<file path="config.mk">
export PLATFORM = sky130hd
export DESIGN_NAME = cto_top
export DESIGN_NICKNAME = d
export VERILOG_FILES = /design/src/rtl/cto_pkg.sv /design/src/rtl/cto_presc.sv /design/src/rtl/cto_sync.sv /design/src/rtl/cto_top.sv
export SDC_FILE = /design/constraint.sdc
export NUM_CORES = 1
export LEC_CHECK = 0
export BUFFER_PORTS_ARGS = -buffer_cell sky130_fd_sc_hd__buf_2
export CAP_MARGIN = 40
export CORE_MARGIN = 1.5
export CORE_UTILIZATION = 63
export CTS_CLUSTER_DIAMETER = 40
export DETAILED_ROUTE_END_ITERATION = 10
export PLACE_DENSITY_LB_ADDON = 0.15
export SLEW_MARGIN = 25
export SYNTH_ARGS = -nofsm -noshare
export SYNTH_HDL_FRONTEND = slang
export SYNTH_SLANG_ARGS = --single-unit
</file>
<file path="constraint.sdc">
create_clock -name i_mclk -period 6.5 [get_ports i_mclk]
set_clock_uncertainty 0.05 [all_clocks]
set_input_delay 0 -clock i_mclk [delete_from_list [all_inputs] [get_ports i_mclk]]
set_output_delay 0 -clock i_mclk [all_outputs]
set_load 0.01 [all_outputs]
</file>
<file path="src/rtl/cto_pkg.sv">
package cto_pkg;
  // ----------------------------------------
  // register addresses (A3-A0)
  // ----------------------------------------
  localparam logic [3:0] ADDR_CLK_SEL = 4'h4;
  localparam logic [3:0] ADDR_INTERRUPT = 4'h5;
  localparam logic [3:0] ADDR_PRESET_HIGH = 4'h6;
  localparam logic [3:0] ADDR_PRESET_LOW = 4'h7;
  localparam logic [3:0] ADDR_OUTPORT_SEL = 4'hD;
  localparam logic [3:0] ADDR_START_SETBITS = 4'hE;
  localparam logic [3:0] ADDR_STOP_CLRBITS = 4'hF;

  // ----------------------------------------
  // field positions
  // ----------------------------------------
  localparam int CS_LSB = 4;
  localparam int CS_MODE_BIT = 6;
  localparam int STATUS_READY_BIT = 3;
  localparam int SEL_OP2_LSB = 0;
  localparam int SEL_WAVE_LSB = 2;
  localparam int WAVE_PIN = 3;

  // ----------------------------------------
  // reset values
  // ----------------------------------------
  localparam logic [7:0] CLK_SEL_RST = 8'h00;
  localparam logic [7:0] MASK_RST = 8'h00;
  localparam logic [7:0] OUTPORT_SEL_RST = 8'h00;
  localparam logic [7:0] OUTPORT_LATCH_RST = 8'h00;
  localparam logic [15:0] PRESET_RST = 16'h0002;

  // ----------------------------------------
  // clock source field encodings
  // ----------------------------------------
  localparam logic [2:0] CS_CTR_EXT = 3'h0;
  localparam logic [2:0] CS_CTR_TXA = 3'h1;
  localparam logic [2:0] CS_CTR_TXB = 3'h2;
  localparam logic [2:0] CS_CTR_XTAL16 = 3'h3;
  localparam logic [2:0] CS_TMR_EXT = 3'h4;
  localparam logic [2:0] CS_TMR_EXT16 = 3'h5;
  localparam logic [2:0] CS_TMR_XTAL = 3'h6;
  localparam logic [2:0] CS_TMR_XTAL16 = 3'h7;

  localparam logic [1:0] WAVE_SRC_LATCH = 2'h0;
  localparam logic [1:0] WAVE_SRC_CT = 2'h1;

  localparam int PRESC_W = 4;
  localparam int SYNC_STAGES = 3;

  typedef enum logic [0:0] {CT_IDLE, CT_RUN} cto_ct_state_t;
endpackage

</file>
<file path="src/rtl/cto_presc.sv">
`timescale 1ns/1ps
module cto_presc import cto_pkg::*; (
  input wire logic i_mclk,
  input wire logic i_rst_b,
  input wire logic i_ce,
  input wire logic [2:0] i_cs,
  input wire logic i_ext_rise,
  input wire logic i_xtal_rise,
  input wire logic i_txa_tick,
  input wire logic i_txb_tick,
  output logic o_tick
);
  typedef struct packed {
    logic [PRESC_W-1:0] ext_div;
    logic [PRESC_W-1:0] xtal_div;
    logic tick;
  } cto_presc_st_t;

  cto_presc_st_t q, d;
  logic ext16, xtal16;

  // /16 with a 16-bit preset of 65535 gives a 1,048,560 divisor
  always_comb begin
    d = q;
    ext16 = i_ext_rise && (q.ext_div == '1);
    xtal16 = i_xtal_rise && (q.xtal_div == '1);
    if (i_ext_rise) begin
      d.ext_div = q.ext_div + 1'b1;
    end
    if (i_xtal_rise) begin
      d.xtal_div = q.xtal_div + 1'b1;
    end
    case (i_cs)
      CS_CTR_EXT, CS_TMR_EXT: d.tick = i_ext_rise;
      CS_TMR_EXT16: d.tick = ext16;
      CS_CTR_TXA: d.tick = i_txa_tick;
      CS_CTR_TXB: d.tick = i_txb_tick;
      CS_TMR_XTAL: d.tick = i_xtal_rise;
      CS_CTR_XTAL16, CS_TMR_XTAL16: d.tick = xtal16;
      default: d.tick = 1'b0;
    endcase
  end

  always_ff @(posedge i_mclk) begin
    if (!i_rst_b) begin
      q <= '0;
    end else if (i_ce) begin
      q <= d;
    end
  end

  assign o_tick = q.tick;
endmodule

</file>
<file path="src/rtl/cto_sync.sv">
`timescale 1ns/1ps
module cto_sync import cto_pkg::*; #(
  parameter int W = 2
) (
  input wire logic i_mclk,
  input wire logic i_rst_b,
  input wire logic i_ce,
  input wire logic [W-1:0] i_async,
  output logic [W-1:0] o_rise
);
  typedef struct packed {
    logic [W-1:0] s1;
    logic [W-1:0] s2;
    logic [W-1:0] s3;
    logic [W-1:0] lvl;
    logic [W-1:0] rise;
  } cto_sync_st_t;

  cto_sync_st_t q, d;

  // level moves only when stages two and three agree; s1 feeds s2 only
  always_comb begin
    d = q;
    d.s1 = i_async;
    d.s2 = q.s1;
    d.s3 = q.s2;
    for (int i = 0; i < W; i++) begin
      if (q.s2[i] == q.s3[i]) begin
        d.lvl[i] = q.s3[i];
      end
    end
    d.rise = d.lvl & ~q.lvl;
  end

  always_ff @(posedge i_mclk) begin
    if (!i_rst_b) begin
      q <= '0;
    end else if (i_ce) begin
      q <= d;
    end
  end

  assign o_rise = q.rise;
endmodule

</file>
<file path="src/rtl/cto_top.sv">
`timescale 1ns/1ps
module cto_top import cto_pkg::*; (
  input wire logic i_mclk,
  input wire logic i_rst_b,
  input wire logic i_ce,
  input wire logic [3:0] i_addr,
  input wire logic i_rd,
  input wire logic i_wr,
  input wire logic [7:0] i_wdata,
  input wire logic i_ext_count_in,
  input wire logic i_crystal_clock_in,
  input wire logic i_tx_clk_a_tick,
  input wire logic i_tx_clk_b_tick,
  input wire logic [7:0] i_status_other,
  input wire logic [7:0] i_alt_src,
  input wire logic [1:0] i_op01_alt_sel,
  output logic [7:0] o_rdata,
  output logic o_irq_out_n,
  output logic [7:0] o_outport
);
  // ----------------------------------------
  // state
  // ----------------------------------------
  typedef struct packed {
    logic [7:0] clk_sel;
    logic [7:0] interrupt_mask;
    logic [7:0] outport_source_select;
    logic [7:0] outport_latch;
    logic [7:0] ct_preset_high;
    logic [7:0] ct_preset_low;
    logic [15:0] cnt;
    cto_ct_state_t st;
    logic wave;
    logic ready;
    logic [7:0] rdata;
    logic irq_n;
    logic [7:0] pins;
  } cto_st_t;

  localparam cto_st_t ST_RST = '{
    clk_sel: CLK_SEL_RST,
    interrupt_mask: MASK_RST,
    outport_source_select: OUTPORT_SEL_RST,
    outport_latch: OUTPORT_LATCH_RST,
    ct_preset_high: PRESET_RST[15:8],
    ct_preset_low: PRESET_RST[7:0],
    cnt: PRESET_RST,
    st: CT_IDLE,
    wave: 1'b1,
    ready: 1'b0,
    rdata: 8'h00,
    irq_n: 1'b1,
    pins: ~OUTPORT_LATCH_RST
  };

  cto_st_t q, d;
  logic tick, timer_mode, start, stop, set_rdy, wr_set, wr_clr;
  logic [15:0] preset;
  logic [7:0] status_d;
  logic [1:0] ext_rise;

  function automatic logic pin_pick(input logic alt_on, input logic alt, input logic latch);
    // latch drives the pin inverted
    pin_pick = alt_on ? alt : ~latch;
  endfunction

  // ----------------------------------------
  // pin sampling and clock source
  // ----------------------------------------
  cto_sync #(.W(2)) u_sync (
    .i_mclk(i_mclk),
    .i_rst_b(i_rst_b),
    .i_ce(i_ce),
    .i_async({i_crystal_clock_in, i_ext_count_in}),
    .o_rise(ext_rise)
  );

  // crystal and ext inputs must be well below a quarter of i_mclk
  cto_presc u_presc (
    .i_mclk(i_mclk),
    .i_rst_b(i_rst_b),
    .i_ce(i_ce),
    .i_cs(q.clk_sel[CS_LSB+2:CS_LSB]),
    .i_ext_rise(ext_rise[0]),
    .i_xtal_rise(ext_rise[1]),
    .i_txa_tick(i_tx_clk_a_tick),
    .i_txb_tick(i_tx_clk_b_tick),
    .o_tick(tick)
  );

  // ----------------------------------------
  // next state
  // ----------------------------------------
  always_comb begin
    d = q;
    preset = {q.ct_preset_high, q.ct_preset_low};
    timer_mode = q.clk_sel[CS_MODE_BIT];
    start = i_ce && i_rd && (i_addr == ADDR_START_SETBITS);
    stop = i_ce && i_rd && (i_addr == ADDR_STOP_CLRBITS);
    wr_set = i_ce && i_wr && (i_addr == ADDR_START_SETBITS);
    wr_clr = i_ce && i_wr && (i_addr == ADDR_STOP_CLRBITS);
    set_rdy = 1'b0;

    if (i_ce && i_wr) begin
      case (i_addr)
        ADDR_CLK_SEL: d.clk_sel = i_wdata;
        ADDR_INTERRUPT: d.interrupt_mask = i_wdata;
        ADDR_PRESET_HIGH: d.ct_preset_high = i_wdata;
        ADDR_PRESET_LOW: d.ct_preset_low = i_wdata;
        ADDR_OUTPORT_SEL: d.outport_source_select = i_wdata;
        default: d.clk_sel = q.clk_sel;
      endcase
    end
    if (wr_set) begin
      d.outport_latch = q.outport_latch | i_wdata;
    end
    if (wr_clr) begin
      d.outport_latch = q.outport_latch & ~i_wdata;
    end

    // count engine; the count is only loaded at start or a timer reload
    if (q.st == CT_RUN && tick && i_ce) begin
      if (timer_mode) begin
        if (q.cnt <= 16'h0001) begin
          d.cnt = preset;
          d.wave = ~q.wave;
          set_rdy = q.wave;
        end else begin
          d.cnt = q.cnt - 16'h0001;
        end
      end else begin
        d.cnt = q.cnt - 16'h0001;
        if (q.cnt == 16'h0001) begin
          set_rdy = 1'b1;
          d.wave = 1'b0;
        end
      end
    end
    if (start) begin
      d.st = CT_RUN;
      d.cnt = preset;
      d.wave = 1'b1;
    end
    if (stop && !timer_mode) begin
      d.st = CT_IDLE;
      d.wave = 1'b1;
    end
    // a terminal count in the stop cycle is kept
    if (set_rdy) begin
      d.ready = 1'b1;
    end else if (stop) begin
      d.ready = 1'b0;
    end

    status_d = i_status_other;
    status_d[STATUS_READY_BIT] = d.ready;
    d.irq_n = ~|(status_d & d.interrupt_mask);

    if (i_ce && i_rd) begin
      case (i_addr)
        ADDR_INTERRUPT: d.rdata = status_d;
        ADDR_PRESET_HIGH: d.rdata = q.cnt[15:8];
        ADDR_PRESET_LOW: d.rdata = q.cnt[7:0];
        default: d.rdata = 8'h00;
      endcase
    end

    // output pins
    for (int i = 0; i < 2; i++) begin
      d.pins[i] = pin_pick(i_op01_alt_sel[i], i_alt_src[i], d.outport_latch[i]);
    end
    d.pins[2] = pin_pick(d.outport_source_select[SEL_OP2_LSB+:2] != 2'h0, i_alt_src[2],
                         d.outport_latch[2]);
    case (d.outport_source_select[SEL_WAVE_LSB+:2])
      WAVE_SRC_LATCH: d.pins[WAVE_PIN] = ~d.outport_latch[WAVE_PIN];
      WAVE_SRC_CT: d.pins[WAVE_PIN] = d.wave;
      default: d.pins[WAVE_PIN] = i_alt_src[WAVE_PIN];
    endcase
    for (int i = 4; i < 8; i++) begin
      d.pins[i] = pin_pick(d.outport_source_select[i], i_alt_src[i], d.outport_latch[i]);
    end
  end

  always_ff @(posedge i_mclk) begin
    if (!i_rst_b) begin
      q <= ST_RST;
    end else if (i_ce) begin
      q <= d;
    end
  end

  assign o_rdata = q.rdata;
  assign o_irq_out_n = q.irq_n;
  assign o_outport = q.pins;
endmodule
</file>
=== Yosys cells after proc, flatten, opt, wreduce, memory -nomap -nowiden ===
Cells that the tools add are included.

* Flip-flop bits (word level): 103
* Output and inout bits: 17
* Logic and storage cells: 121

* $add $sub $neg: 3
* Order comparisons: 1
* Eq/ne operators: 20
* Muxes and demuxes: 32
* Bitwise logic cells: 15
* Reductions and logical operators: 29

{| class="wikitable"
|+ Operator list
! cell !! number
|-
| $mux 16 || 4
|-
| $mux 8 || 4
|-
| $pmux 8 s3 || 1
|-
| $eq 4x4->1 const B || 5
|-
| $mux 1 || 19
|-
| $mux 18 || 1
|-
| $and 8x8->8 || 2
|-
| $eq 16x1->1 const B || 1
|-
| $eq 4x3->1 const B || 4
|-
| $le 16x1->1 const B || 1
|-
| $sub 16x1->16 const B || 1
|-
| $eq 3x3->1 const B || 4
|-
| $logic_and 1x1->1 || 11
|-
| $reduce_and 2->1 || 5
|-
| $not 1->1 || 9
|-
| $reduce_and 3->1 || 3
|-
| $add 4x1->4 const B || 2
|-
| $not 8->8 || 1
|-
| $or 8x8->8 || 1
|-
| $reduce_or 8->1 || 1
|-
| $eq 3x2->1 const B || 2
|-
| $pmux 1 s6 || 1
|-
| $reduce_bool 2->1 || 3
|-
| $reduce_or 2->1 || 2
|-
| other kinds (10) || 12
|}

=== Longest topological paths before layout ===
Gate-level depths: netlist of run 1.

* Word-level depth: 8
* Mapped depth: 10
* Depth with buffers taken out: 10

=== Hierarchy ===
A second synthesis of run 1 with hierarchy kept.

* Cells, all modules: 576
* Area, all modules: 4,919.7 um^2

{| class="wikitable"
|+ Modules (own cells, without submodules)
! module !! times used !! cells each !! area each (um^2) !! sequential area each (um^2)
|-
| cto_top || 1 || 482 || 4,058.9 || 1,581.5
|-
| cto_presc || 1 || 52 || 445.4 || 180.2
|-
| cto_sync || 1 || 42 || 415.4 || 200.2
|}

=== Worst setup path before layout of run 1 ===
No wires, ideal clock.

* Kind: register -> register
* From: register q[32] in the netlist's numbering
* To: register q[18] in the netlist's numbering
* Library setup time: 127 ps
* Data arrival time: 2,028 ps
* Data required time: 6,323 ps
* Setup slack: 4,295 ps
* Stages on the path, launching flop included: 8
* Path buffers: 0
* Cells stage by stage: dfxtp_1 -> or3_1 -> or4_1 -> nor3_1 -> ha_1 -> nand3_1 -> a22oi_1 -> or3_1

* Cells in the longest elaborated chain, start to end: 6

{| class="wikitable"
|+ Ends and longest elaborated chain
! what !! line !! source
|-
| start: declaration || cto_top.sv:56 || <nowiki>cto_st_t q, d;</nowiki>
|-
| start signal: assignment || cto_top.sv:186 || <nowiki>q <= ST_RST;</nowiki>
|-
| start signal: assignment || cto_top.sv:188 || <nowiki>q <= d;</nowiki>
|-
| $le 16x1->1 or $eq 16x1->1 (tied branches) || cto_top.sv:124, cto_top.sv:133 ||
|-
| $mux 1, on equally long branches || cto_top.sv:124, cto_top.sv:133 ||
|-
| $mux 1 * || cto_top.sv:123 || <nowiki>if (timer_mode) begin</nowiki>
|-
| $mux 1 * || cto_top.sv:122 || <nowiki>if (q.st == CT_RUN && tick && i_ce) begin</nowiki>
|-
| $mux 18 * || cto_top.sv:139 || <nowiki>if (start) begin</nowiki>
|-
| $mux 2 * || cto_top.sv:144 || <nowiki>if (stop && !timer_mode) begin</nowiki>
|}

Mark *: on every way between the ends. The rest lies on a longest branch, timed or not. The select of a mux whose other input is x is not followed.
A chain may end at the register's enable or synchronous reset.

=== Worst setup path after layout of run 1 ===
* From: register q[32] in the netlist's numbering
* To: register q, in the netlist o_irq_out_n

* Cells in the longest elaborated chain, start to end: 8

{| class="wikitable"
|+ Ends and longest elaborated chain
! what !! line !! source
|-
| $le 16x1->1 or $eq 16x1->1 (tied branches) || cto_top.sv:124, cto_top.sv:133 ||
|-
| $mux 1, on equally long branches || cto_top.sv:124, cto_top.sv:133 ||
|-
| $mux 1 * || cto_top.sv:123 ||
|-
| $mux 1 * || cto_top.sv:122 ||
|-
| $mux 1 * || cto_top.sv:149 || <nowiki>if (set_rdy) begin</nowiki>
|-
| $and 8x8->8 * || cto_top.sv:157 || <nowiki>d.irq_n = ~|(status_d & d.interrupt_mask);</nowiki>
|-
| $reduce_or 8->1 * || cto_top.sv:157 ||
|-
| $logic_not 1->1 * || cto_top.sv:157 ||
|}

Mark *: on every way between the ends. The rest lies on a longest branch, timed or not.

==> results.txt, run 1 <==
- Startpoint of the lowest-slack register-to-register path: q[32]
- Pin placement for this block handled 56 I/O pins.
- The hold violation count in the final report was 0.
- Number of design rule violations left after detail routing: 0
- For this block, the initial DRC count from the detailed router was about 450.
- Setup violations remaining at the end of the flow were counted as 0.
- Among all flip-flop cells after synthesis, the most frequent one is sky130_fd_sc_hd__dfxtp_1.
- Share of synthesized flip-flops with an asynchronous set or reset: 0%
* Cell chosen for the clock root: sky130_fd_sc_hd__clkbuf_8
- FMAX: about 0.35 GHz
- Data required, critical path: between 6 and 7 ns
* Initial Utilization: 64.7%
- IR analysis of the VDD net gives a maximum drop of 122 µV.
* Capturing point of the worst reg2reg path: o_irq_out_n
- For this run, the number of Yosys warnings is 0.
- Counting I/O delays and the setup requirement, the final critical path takes ~2.8 ns.
- Summing over every cut layer, the via total after detailed routing is around 4600.
- Grt total ovfl: 0
- The largest single stage delay on the critical path is between 0.5 and 0.6 ns.
- Unrepaired setup endpoints after global routing: no
- For the worst-skew pair, the clock arrives at the later sink with an insertion delay of between 0.3 and 0.4 ns.
* Die height: roughly 92 µm
- The number of gates resized after CTS was 0.
- Kind of start point of the critical path: flip-flop
- Crit. Startpoint: q[32]
* Via count of the first global-routing pass: 4297
* Total of max-cap violations: 0
- In this run the worst hold path is classified as in2reg.
- TritonCTS Sinks: 98
- The run finished with clean final reports.
- Die outline width: between 90 and 100 µm
* First-pass iteration count of the detailed router: 5
- The slowest stage of the critical path belongs to the cell sky130_fd_sc_hd__dlygate4sd3_1.
- The detail route stage leaves a number of antenna-violating nets equal to 0.
* Combined global-route utilization of all metal layers: between 30% and 40%
* Core area: 7690 µm²
- In this run, post-CTS hold repair placed 25 buffers.
- First-pass GRT wire length: between 20000 and 25000 µm
- Maximum clock insertion buffer count: 2
- The worst setup path is of the reg2reg kind.
* Final critical-path share of the clock period: a little over two fifths
* Number of storage elements in the synthesis netlist: ~100
* Cell leakage power: 2.07 nW
- The initial antenna violation count is 0.
- TritonCTS built the clock tree.
- Area enclosed by the die boundary: around 8400 µm²
- P&R area growth vs syn: 12.0%
* Half-perimeter wire length after placement: around 8600 µm
- Buffers plus inverters on the worst setup path: 1
- Relative max-transition margin: between 50 and 60%
- Post-layout net count: 664
* Standard-cell row count: 32
- Critical-path cell list: or3_1 -> or4_1 -> nor3_1 -> ha_1 -> nand3_1 -> a21oi_1 -> o31ai_1 -> dlygate4sd3_1
- Cell class contributing the biggest share of worst-path delay: simple AND/OR/NAND/NOR gates
- Of the synthesized area, sequential elements account for between 30% and 40%.
* Drt wl/cell: between 15 and 20 µm
- Max Transition Viols Final: 0
* EDFF count, synth: 0
- Min-delay src: i_tx_clk_a_tick
- Worst hold margin: about 0.06 ns
* Logic depth of the worst register-to-register path: 8
- In this run the worst setup path terminates at o_irq_out_n.
- The mapped netlist covers around 5000 µm².
- Buffers placed on the I/O ports in this run total 54.
- In the final timing run, aggregate negative setup slack is 0 ns.
* H-Tree Level Count: 3
* Data arrival time of the critical path: between 3 and 4 ns
* Total nets after synthesis: between 600 and 700
- Synthesis produced a little under 600 cells.
- In this run the post-CTS setup repair buffer count came out at 0.
- A synthesized cell averages 8.55 µm².
* Avg Vias per Cell: between 6 and 7
- For this design the ratio of total power to cell area is 203 nW/µm².
* Maximum number of pins on one net before global-route repair: 53
- Of all nets on the critical path, the largest fanout is 8.
- Stages on the worst setup path: 8
- STA classifies the critical path endpoint as a flip-flop.
- Wires add up to roughly 13000 µm.
- RePlAce Congestion: between 0.9 and 1
- Counting the fill cells in the layout gives approximately 640.
* Layout cell share with drive strength beyond 1: 16.2%
- Reg-to-reg setup timing slack: approximately 3.7 ns
* Number of unique standard cell types used by synthesis: 67
- At the pin with the least slew margin, the transition time is 0.721 ns.
* Clk pin slew, worst setup/hold paths: approximately 0.1 ns
- Counting the buffers created by CTS gives 9.
- The number of antenna diodes in the final layout is 0.
## registers in the layout, summed over array words and instances (netlist names), 2 cells and up
signal / flops
u_sync.d: 4
u_sync.q: 4
o_outport: 8
q: 46
o_rdata: 8
preset: 16
u_sync.o_rise: 2
u_presc.q: 8
## worst min-delay path: stages
cell and delay, ns:
sky130_fd_sc_hd__buf_2 0.08, sky130_fd_sc_hd__a32o_1 0.18, sky130_fd_sc_hd__o211ai_1 0.08, sky130_fd_sc_hd__a21oi_1 0.11
## metal layers
layer  share of wire (%)  GRT usage, %  vias to the layer above  wire length (µm)
li1                    -             -                     2182                 -
met1                  44          41.8                     2217              5570
met2                  47          49.6                      185              6010
met3                 6.9          3.73                       29               877
met4                 2.6          12.2                        0               337
met5                   0             0                        -                 0
## cell usage after synthesis, drive strengths merged, types with 5 or more instances
| cell | n | area share (%) |
|---|---|---|
| clkbuf | 29 | 2.2 |
| nand3 | 27 | 2.7 |
| buf | 28 | 3.7 |
| or3 | 6 | 0.75 |
| dfxtp | 98 | 39 |
| o211ai | 10 | 1.5 |
| mux2 | 7 | 1.6 |
| a31oi | 15 | 1.9 |
| o21ai | 31 | 3.1 |
| and3 | 6 | 0.75 |
| nand4 | 6 | 0.88 |
| nor4 | 7 | 1.8 |
| a22oi | 6 | 0.91 |
| nand2 | 45 | 3.4 |
| mux2i | 41 | 8.2 |
| nor3 | 10 | 1.1 |
| ha | 5 | 1.3 |
| o221ai | 5 | 0.88 |
| and2 | 9 | 1.1 |
| inv | 13 | 0.98 |
| a21oi | 40 | 4.0 |
| a2bb2oi | 7 | 1.2 |
| nor2 | 70 | 5.6 |
## through the flow
stage / util (%) / cell area [µm²] / std cells / power, W / setup slack, ns
global route: 72.5 / 5570 / 727 / 0.00117 / 3.55
floorplan: - / 4980 / 582 / 0.000689 / 4.29
finish: 72.5 / 5570 / 727 / 0.00113 / 3.68
global placement: 66.3 / 5100 / 683 / 0.000716 / 4.06
CTS: 72.4 / 5570 / 726 / 0.00113 / 3.68
detailed placement: 66.6 / 5120 / 685 / 0.000719 / 4.03
## cells by family after synthesis
group	count (synthesis)	share of synthesized area [%]
simple gates	205	21.5
fa+ha+maj	5	1.26
xor+xnor	4	0.704
compound gates	151	20.4
buf+inv	71	6.91
mux	48	9.83
flops	98	39.4
## layout make-up
cell class | instances | area [µm²] | share of cell area [%]
Sequential cell | 98 | 1960 | 35.2
Clock inverter | 6 | 73.8 | 1.32
Multi-Input combinational cell | 413 | 2670 | 47.9
Timing Repair Buffer | 84 | 559 | 10.0
Tap cell | 102 | 128 | 2.29
Inverter | 14 | 52.6 | 0.943
Clock buffer | 10 | 128 | 2.29
## report_power, final
part | internal, W | switching, W
clock | 0.000183 | 0.000229
combinational | 0.0000428 | 0.0000625
sequential | 0.000608 | 0.00000575
## layout by cell type (no fill, tap or decap), types with 7 or more instances in the layout
master / count
sky130_fd_sc_hd__dfxtp_1: 98
sky130_fd_sc_hd__nor2_1: 67
sky130_fd_sc_hd__buf_2: 54
sky130_fd_sc_hd__nand2_1: 45
sky130_fd_sc_hd__mux2i_1: 41
sky130_fd_sc_hd__a21oi_1: 40
sky130_fd_sc_hd__o21ai_0: 30
sky130_fd_sc_hd__nand3_1: 27
sky130_fd_sc_hd__dlygate4sd3_1: 25
sky130_fd_sc_hd__a31oi_1: 15
sky130_fd_sc_hd__inv_1: 12
sky130_fd_sc_hd__o211ai_1: 10
sky130_fd_sc_hd__nor3_1: 9
sky130_fd_sc_hd__and2_1: 9
sky130_fd_sc_hd__clkbuf_8: 9
sky130_fd_sc_hd__a2bb2oi_1: 7
sky130_fd_sc_hd__mux2_2: 7
## worst min-delay path by stage
stage                                end  slack [ns]  depth (start not counted)
after global placement       u_sync.d[6]        0.19                          3
final                     u_presc.o_tick        0.06                          4
after floorplan               preset[14]        0.09                          2
after CTS                 u_presc.o_tick        0.06                          4
after detailed placement     u_sync.d[7]        0.19                          3
after global routing      u_presc.o_tick        0.08                          4
(Power assumes the default switching activity.)
==> run 2, diff against run 1 <==
--- a/config.mk
+++ b/config.mk
@@ -8,7 +8,7 @@
 export BUFFER_PORTS_ARGS = -buffer_cell sky130_fd_sc_hd__buf_2
 export CAP_MARGIN = 40
 export CORE_MARGIN = 1.5
-export CORE_UTILIZATION = 63
+export CORE_UTILIZATION = 59
 export CTS_CLUSTER_DIAMETER = 40
 export DETAILED_ROUTE_END_ITERATION = 10
 export PLACE_DENSITY_LB_ADDON = 0.15
==> constraint.sdc (replaced) <==
create_clock -name i_mclk -period 2.91 [get_ports i_mclk]
set_clock_uncertainty 0.05 [all_clocks]
set_input_delay 0 -clock i_mclk [delete_from_list [all_inputs] [get_ports i_mclk]]
set_output_delay 0 -clock i_mclk [all_outputs]
set_load 0.01 [all_outputs]
==> run 2 against run 1 <==
Critical endpoint unchanged; hold slack worse by 0.044 ns; sequential share of layout area is 0.39 points lower; combinational power is 130% higher; setup slack worse by 3.5 ns; final area is 1.1% higher; die area is 6.5% higher; total power is 120% higher; sequential power is 120% higher.
==> results.txt, run 2 (synthesis gave the netlist of run 1 again) <==
- Commonest cells after routing, fill and taps aside: sky130_fd_sc_hd__dfxtp_1 (98), sky130_fd_sc_hd__nor2_1 (67), sky130_fd_sc_hd__buf_2 (54), sky130_fd_sc_hd__nand2_1 (45), sky130_fd_sc_hd__mux2i_1 (41)
- After legalization and detailed placement, the total HPWL measured 9290 µm.
- Kind of start point of the critical path: flip-flop
- Fill cell count: around 680
- The clock reaches the later pin of the worst-skew pair after roughly 0.37 ns.
- Most frequent standard cell in the layout excluding fill and tap cells: sky130_fd_sc_hd__dfxtp_1
- The via count of the first global-routing pass came to 4263.
- During I/O placement, the number of pins put on the boundary was between 50 and 60.
- Headroom to the max-slew limit came out at 53.3%.
* Initial Utilization: roughly 61%
* Kind of critical path: reg2reg
- For this run the aggregate overflow at the end of global routing stands at 0.
- Layout cell share with drive strength beyond 1: between 10% and 20%
- Data arrival time of the critical path: slightly below 3 ns
- Buffers added to address setup during post-CTS repair amount to 0.
- The number of placed instances, taps included, is 699.
* First-pass iteration count of the detailed router: 5
- Slew of the pin with the lowest slew margin: about 0.7 ns
- In this run the core area contains 33 standard-cell rows.
- Setup repair after global routing left no endpoint under its margin.
- Area enclosed by the die boundary: about 9000 µm²
* Non-filler cells in the finished layout: approximately 740
- Drt total wl: around 13000 µm
- Hold-fix buffers at CTS: 23
* RePlAce Congestion: roughly 0.96
* Avg Vias per Cell: between 6 and 7
- Final number of setup-violating endpoints: 0
- Cell chosen for the clock root: sky130_fd_sc_hd__clkbuf_8
* Power density over the cells: around 440 nW/µm²
- Post-Route Setup TNS: 0 ns
* Data required, critical path: ~3.1 ns
- The tool flagged a number of max-cap violations equal to 0.
- Counting every sink on the clock net gives 98.
* Final critical-path share of the clock period: approximately 95%
- Inserted Diodes: 0
* Number of DRC markers after the initial detailed-route iteration: 391
- Maximum number of pins on one net before global-route repair: 38
- The analysis attributes to cell leakage a power of approximately 2.1 nW.
- The net count of the finished layout is 672.
- The detail route stage leaves a number of antenna-violating nets equal to 0.
- FMAX: 0.363 GHz
* TritonCTS Buffers: 9
- The die is between 90 and 100 µm wide.
* Maximum vdd ir drop: ~380 µV
- Clk pin slew, worst setup/hold paths: around 0.11 ns
- STA classifies the critical path endpoint as a flip-flop.
- In the global route stage, overall resource usage came out at a little under a third.
* H-Tree Level Count: 3
- Max Transition Viols Final: 0
- The hold violation count in the final report was 0.
- Result of the run: completed
* Number of design rule violations left after detail routing: 0
- Core area: about 8200 µm²
- PostCTS Resize Cnt: 0
- Period minus WS final: 2.76 ns
* Maximum clock insertion buffer count: 2
* P&R area growth vs syn: 13.3%
* Antenna violations before repair: 0
* Register bank with the most flops: q
* IO buf count: 54
- The register with the most flip-flops in the layout has 46 of them.
* DR vias: roughly 4600
* Drt wl/cell: 17.8 µm
- The die is approximately 95 µm tall.
* Maximum net fanout on the critical path: 8
* First-pass GRT wire length: 21200 µm
* CTS tree: yes
* Class of the most critical hold timing path: in2reg
-- run 2: critical path, cell delays in order (launching register included) --
cell                            delay [ns]
sky130_fd_sc_hd__dfxtp_1              0.39
sky130_fd_sc_hd__or3_1                0.43
sky130_fd_sc_hd__or4_1                0.49
sky130_fd_sc_hd__nor3_1               0.18
sky130_fd_sc_hd__ha_1                 0.18
sky130_fd_sc_hd__nand3_1              0.12
sky130_fd_sc_hd__a21oi_1              0.16
sky130_fd_sc_hd__o31ai_1              0.08
sky130_fd_sc_hd__dlygate4sd3_1        0.55
-- run 2: final timing paths --
path	from	to	slack (ns)	cells after the start
worst max-delay path	q[32]	o_irq_out_n	0.15	8
worst min-delay path	i_alt_src[3]	o_outport[3]	0.02	4
worst max register to register	q[32]	o_irq_out_n	0.15	8
worst min register to register	o_outport[5]	o_outport[5]	0.43	2
-- run 2: layer usage --
layer	share of wire, %	wire length (µm)	GRT usage (%)	vias up
met5	0	0	0	-
met4	2.1	281	11.8	0
met3	6.9	911	3.38	25
met2	46	6110	48.7	209
met1	45	5860	42.3	2124
li1	-	-	-	2195
-- run 2: report_power, final --
part           internal, W  total [W]  switching (W)
Sequential         0.00136    0.00137      0.0000128
Combinational     0.000101   0.000244       0.000142
Clock             0.000326   0.000847       0.000521
-- run 2: metrics by stage --
step	hold slack (ns)	setup WS [ns]	util [%]	area, µm²	power [W]
floorplan	0.0886	0.705	-	4980	0.00154
global placement	0.187	0.524	63.4	5180	0.00161
detailed placement	0.207	0.495	63.8	5220	0.00162
CTS	0.0133	0.184	68.9	5640	0.00246
global route	0.0385	0.0634	68.9	5640	0.00254
finish	0.0182	0.155	68.9	5640	0.00246
-- run 2: area by class of cell --
type | instances | area (µm²) | area share [%]
multi-input combinational | 413 | 2670 | 47.4
clock inverter | 7 | 62.6 | 1.11
inverter | 14 | 52.6 | 0.933
tap | 105 | 131 | 2.33
clock buffer | 9 | 124 | 2.20
sequential | 98 | 1960 | 34.8
timing repair buffer | 92 | 633 | 11.2
==> run 3, diff against run 2 <==
==> constraint.sdc (replaced) <==
create_clock -name i_mclk -period 2.8 [get_ports i_mclk]
set_clock_uncertainty 0.05 [all_clocks]
set_input_delay 0 -clock i_mclk [delete_from_list [all_inputs] [get_ports i_mclk]]
set_output_delay 0 -clock i_mclk [all_outputs]
set_load 0.01 [all_outputs]
==> run 3 against run 2 <==
Sequential cell count is the same; sequential power increased by 4%; non-clock buffer count increased by 3; cell count rose by 0.41%; via count rose by 0.46%; register-to-register slack is essentially flat; die area unchanged; largest cell class unchanged; routed wire length decreased by 1.1%; final area grew 0.95%; critical path depth is the same.
==> results.txt, run 3 (synthesis gave the netlist of run 1 again) <==
* Clk network pwr share: a little over a third
* Data arrival time of the critical path: 2.91 ns
* Post-layout net count: 675
- The tool flagged a number of max-cap violations equal to 0.
- Fraction of power consumed by combinational cells: roughly a tenth
- The hold violation count in the final report was 0.
- Cells with a size suffix above 1 make up between 15 and 20% of the layout.
* Cell chosen for the clock root: sky130_fd_sc_hd__clkbuf_8
* Standard-cell row count: 33
* Internal cell power: 0.00194 W
- In this run the standard cell core region covers ~8000 µm².
- The first detailed-routing pass took 5 iterations.
- The critical path is of the in2reg type.
* Drt wl/cell: between 15 and 20 µm
* Clock insertion delay at the later pin of the skew report: between 0.3 and 0.4 ns
* Initial Utilization: approximately 61%
- The detailed router finished its first iteration with about 400 violations.
- Derived from the worst setup path, the maximum achievable clock frequency is 0.378 GHz.
* Final number of setup-violating endpoints: 0
- The final critical path takes up between 90% and 100% of the cycle.
* Die height: 94.8 µm
- The via count of the first global-routing pass came to roughly 4100.
* Relative max-transition margin: 57.1%
* Unrepaired setup endpoints after global routing: no
- Compared with the post-synthesis result, the final layout area differs by 14.3%.
- Critical-path cell list: dlygate4sd3_1 -> buf_2 -> nand3b_2 -> nor2_4 -> mux2_2 -> a2111o_1 -> o31ai_1 -> dlygate4sd3_1
- The floorplan step defined a die boundary enclosing about 9000 µm².
* Number of design rule violations left after detail routing: 0
- In this run the remaining antenna-violating nets after routing total 0.
* Post-layout total power: roughly 0.0026 W
* Cell seen most often among critical-path stages: sky130_fd_sc_hd__dlygate4sd3_1
- Sequential cells account for 54.4% of the total power.
* Switching part of the total: about a quarter
- Slowest stage cell on the critical path: sky130_fd_sc_hd__dlygate4sd3_1
- Slew of the pin with the lowest slew margin: about 0.64 ns
* Critical Path Sink Type: flip-flop
* Top-level port count: 56
* Class of the most critical hold timing path: in2reg
- Across the VDD grid, the largest voltage drop is between 300 and 400 µV.
- After clock tree synthesis, the clock-pin slew on the worst setup and hold paths is roughly 0.10 ns.
* Max Transition Viols Final: 0
* Max FFs per register: between 40 and 50
* Fraction of the core area covered by cells at the end of the flow: between 60% and 70%
- Leaving out fill and tap cells, the most frequent cell in the layout is sky130_fd_sc_hd__dfxtp_1.
- In the global route stage, overall resource usage came out at 29.5%.
* Cell leakage power: roughly 2.1 nW
* TritonCTS Buffers: 9
- In this run the power density over the cells is roughly 460 nW/µm².
- TritonCTS built the clock tree.
- For the worst setup path, the data required time is 3.06 ns.
* Result of the run: completed
* Register bank with the most flops: q
- Commonest cells after routing, fill and taps aside: sky130_fd_sc_hd__dfxtp_1 (97), sky130_fd_sc_hd__nor2_1 (66), sky130_fd_sc_hd__buf_2 (54), sky130_fd_sc_hd__nand2_1 (45), sky130_fd_sc_hd__mux2i_1 (41)
* Post-Route Setup TNS: 0 ns
- IO buf count: 54
- Counting both buffers and inverters, the worst setup path holds a total of 3.
- Avg Vias per Cell: 6.17
- After global routing the overflow that remains totals 0.
- Detailed placement finished with a half-perimeter wire length of ~9000 µm.
* Kind of start point of the critical path: input port
- Maximum net fanout on the critical path: 15
- Summing over every cut layer, the via total after detailed routing is roughly 4600.
- The layout has roughly 680 filler cells.
- CTS saw slightly below 100 sinks.
- The first global-routing pass estimated 20500 µm of wire.
- Inserted Diodes: 0
* Switching Power: just under 0.0007 W
- Maximum clock insertion buffer count: 2
- The routed design could run at a clock period as short as about 2.6 ns.
- After detailed routing, the total wire length is ~13000 µm.
* Cell class contributing the biggest share of worst-path delay: buffers and inverters
- Measured along the x axis, the die boundary spans 94.8 µm.
- Maximum number of pins on one net before global-route repair: 45
- RePlAce Congestion: ~0.96
- Delay of the slowest critical-path stage: between 0.5 and 0.6 ns
- H-Tree Level Count: 3
- The initial antenna violation count was 0.
run 3: power by group through the flow:
stage	registers, W	logic, W	clock network, W
6_report	0.00143	0.000256	0.000941
5_1_grt	0.00143	0.000276	0.000999
3_3_place_gp	0.00146	0.000216	0
3_5_place_dp	0.00146	0.000223	0
4_1_cts	0.00142	0.000251	0.000959
2_1_floorplan	0.00145	0.000147	0
run 3: worst paths after layout:
path	startpoint	cells past startpoint	slack [ns]	endpoint
worst max-delay path	i_ce	8	0.16	o_irq_out_n
worst min-delay path	i_alt_src[3]	4	0.03	o_outport[3]
worst max register to register	q[32]	8	0.16	o_irq_out_n
worst min register to register	o_outport[5]	2	0.43	o_outport[5]
run 3: per-stage QoR:
| stage | hold slack [ns] | setup WS, ns | instance area (µm²) | std cells |
|---|---|---|---|---|
| 4_1_cts | 0.0201 | 0.0895 | 5680 | 741 |
| 5_1_grt | 0.0408 | 0.0195 | 5690 | 741 |
| 2_1_floorplan | 0.0886 | 0.595 | 4980 | 582 |
| 3_3_place_gp | 0.186 | 0.417 | 5180 | 697 |
| 6_report | 0.0328 | 0.157 | 5690 | 741 |
| 3_5_place_dp | 0.192 | 0.391 | 5210 | 699 |
run 3: layer usage:
metal  GRT usage (%)  vias up  part of all wire, %
met5               0        -                    0
li1                -     2195                    -
met1            41.0     2150                   46
met3            4.11       23                  6.9
met4            10.6        0                  1.8
met2            46.7      206                   46
run 3: final cells by class:
class                      count  area, µm²  share of cell area (%)
multi-input combinational    413       2680                    47.1
sequential                    98       1960                    34.5
clock inverter                 6       78.8                    1.39
inverter                      14       52.6                   0.924
clock buffer                  10        128                    2.24
tap                          105        131                    2.31
timing repair buffer          95        658                    11.6
run 3: worst reg2reg max path: cells and delay by family, from the launching register on:
family,cells,cell delay [ns]
buffers and inverters,1,0.55
adder cells (fa/ha/maj),1,0.17
AND/OR/NAND/NOR,4,1.16
flip-flops,1,0.37
AO/OA/AOI/OAI,2,0.25
run 3: what timing repair did:
| action | 4_1_cts | 5_1_grt |
|---|---|---|
| resized for setup | 0 | 3 |
| setup buffers | 0 | 0 |
| setup endpoints to repair | 0 | 1 |
| hold buffers | 26 | 0 |
| hold endpoints to repair | 43 | 0 |
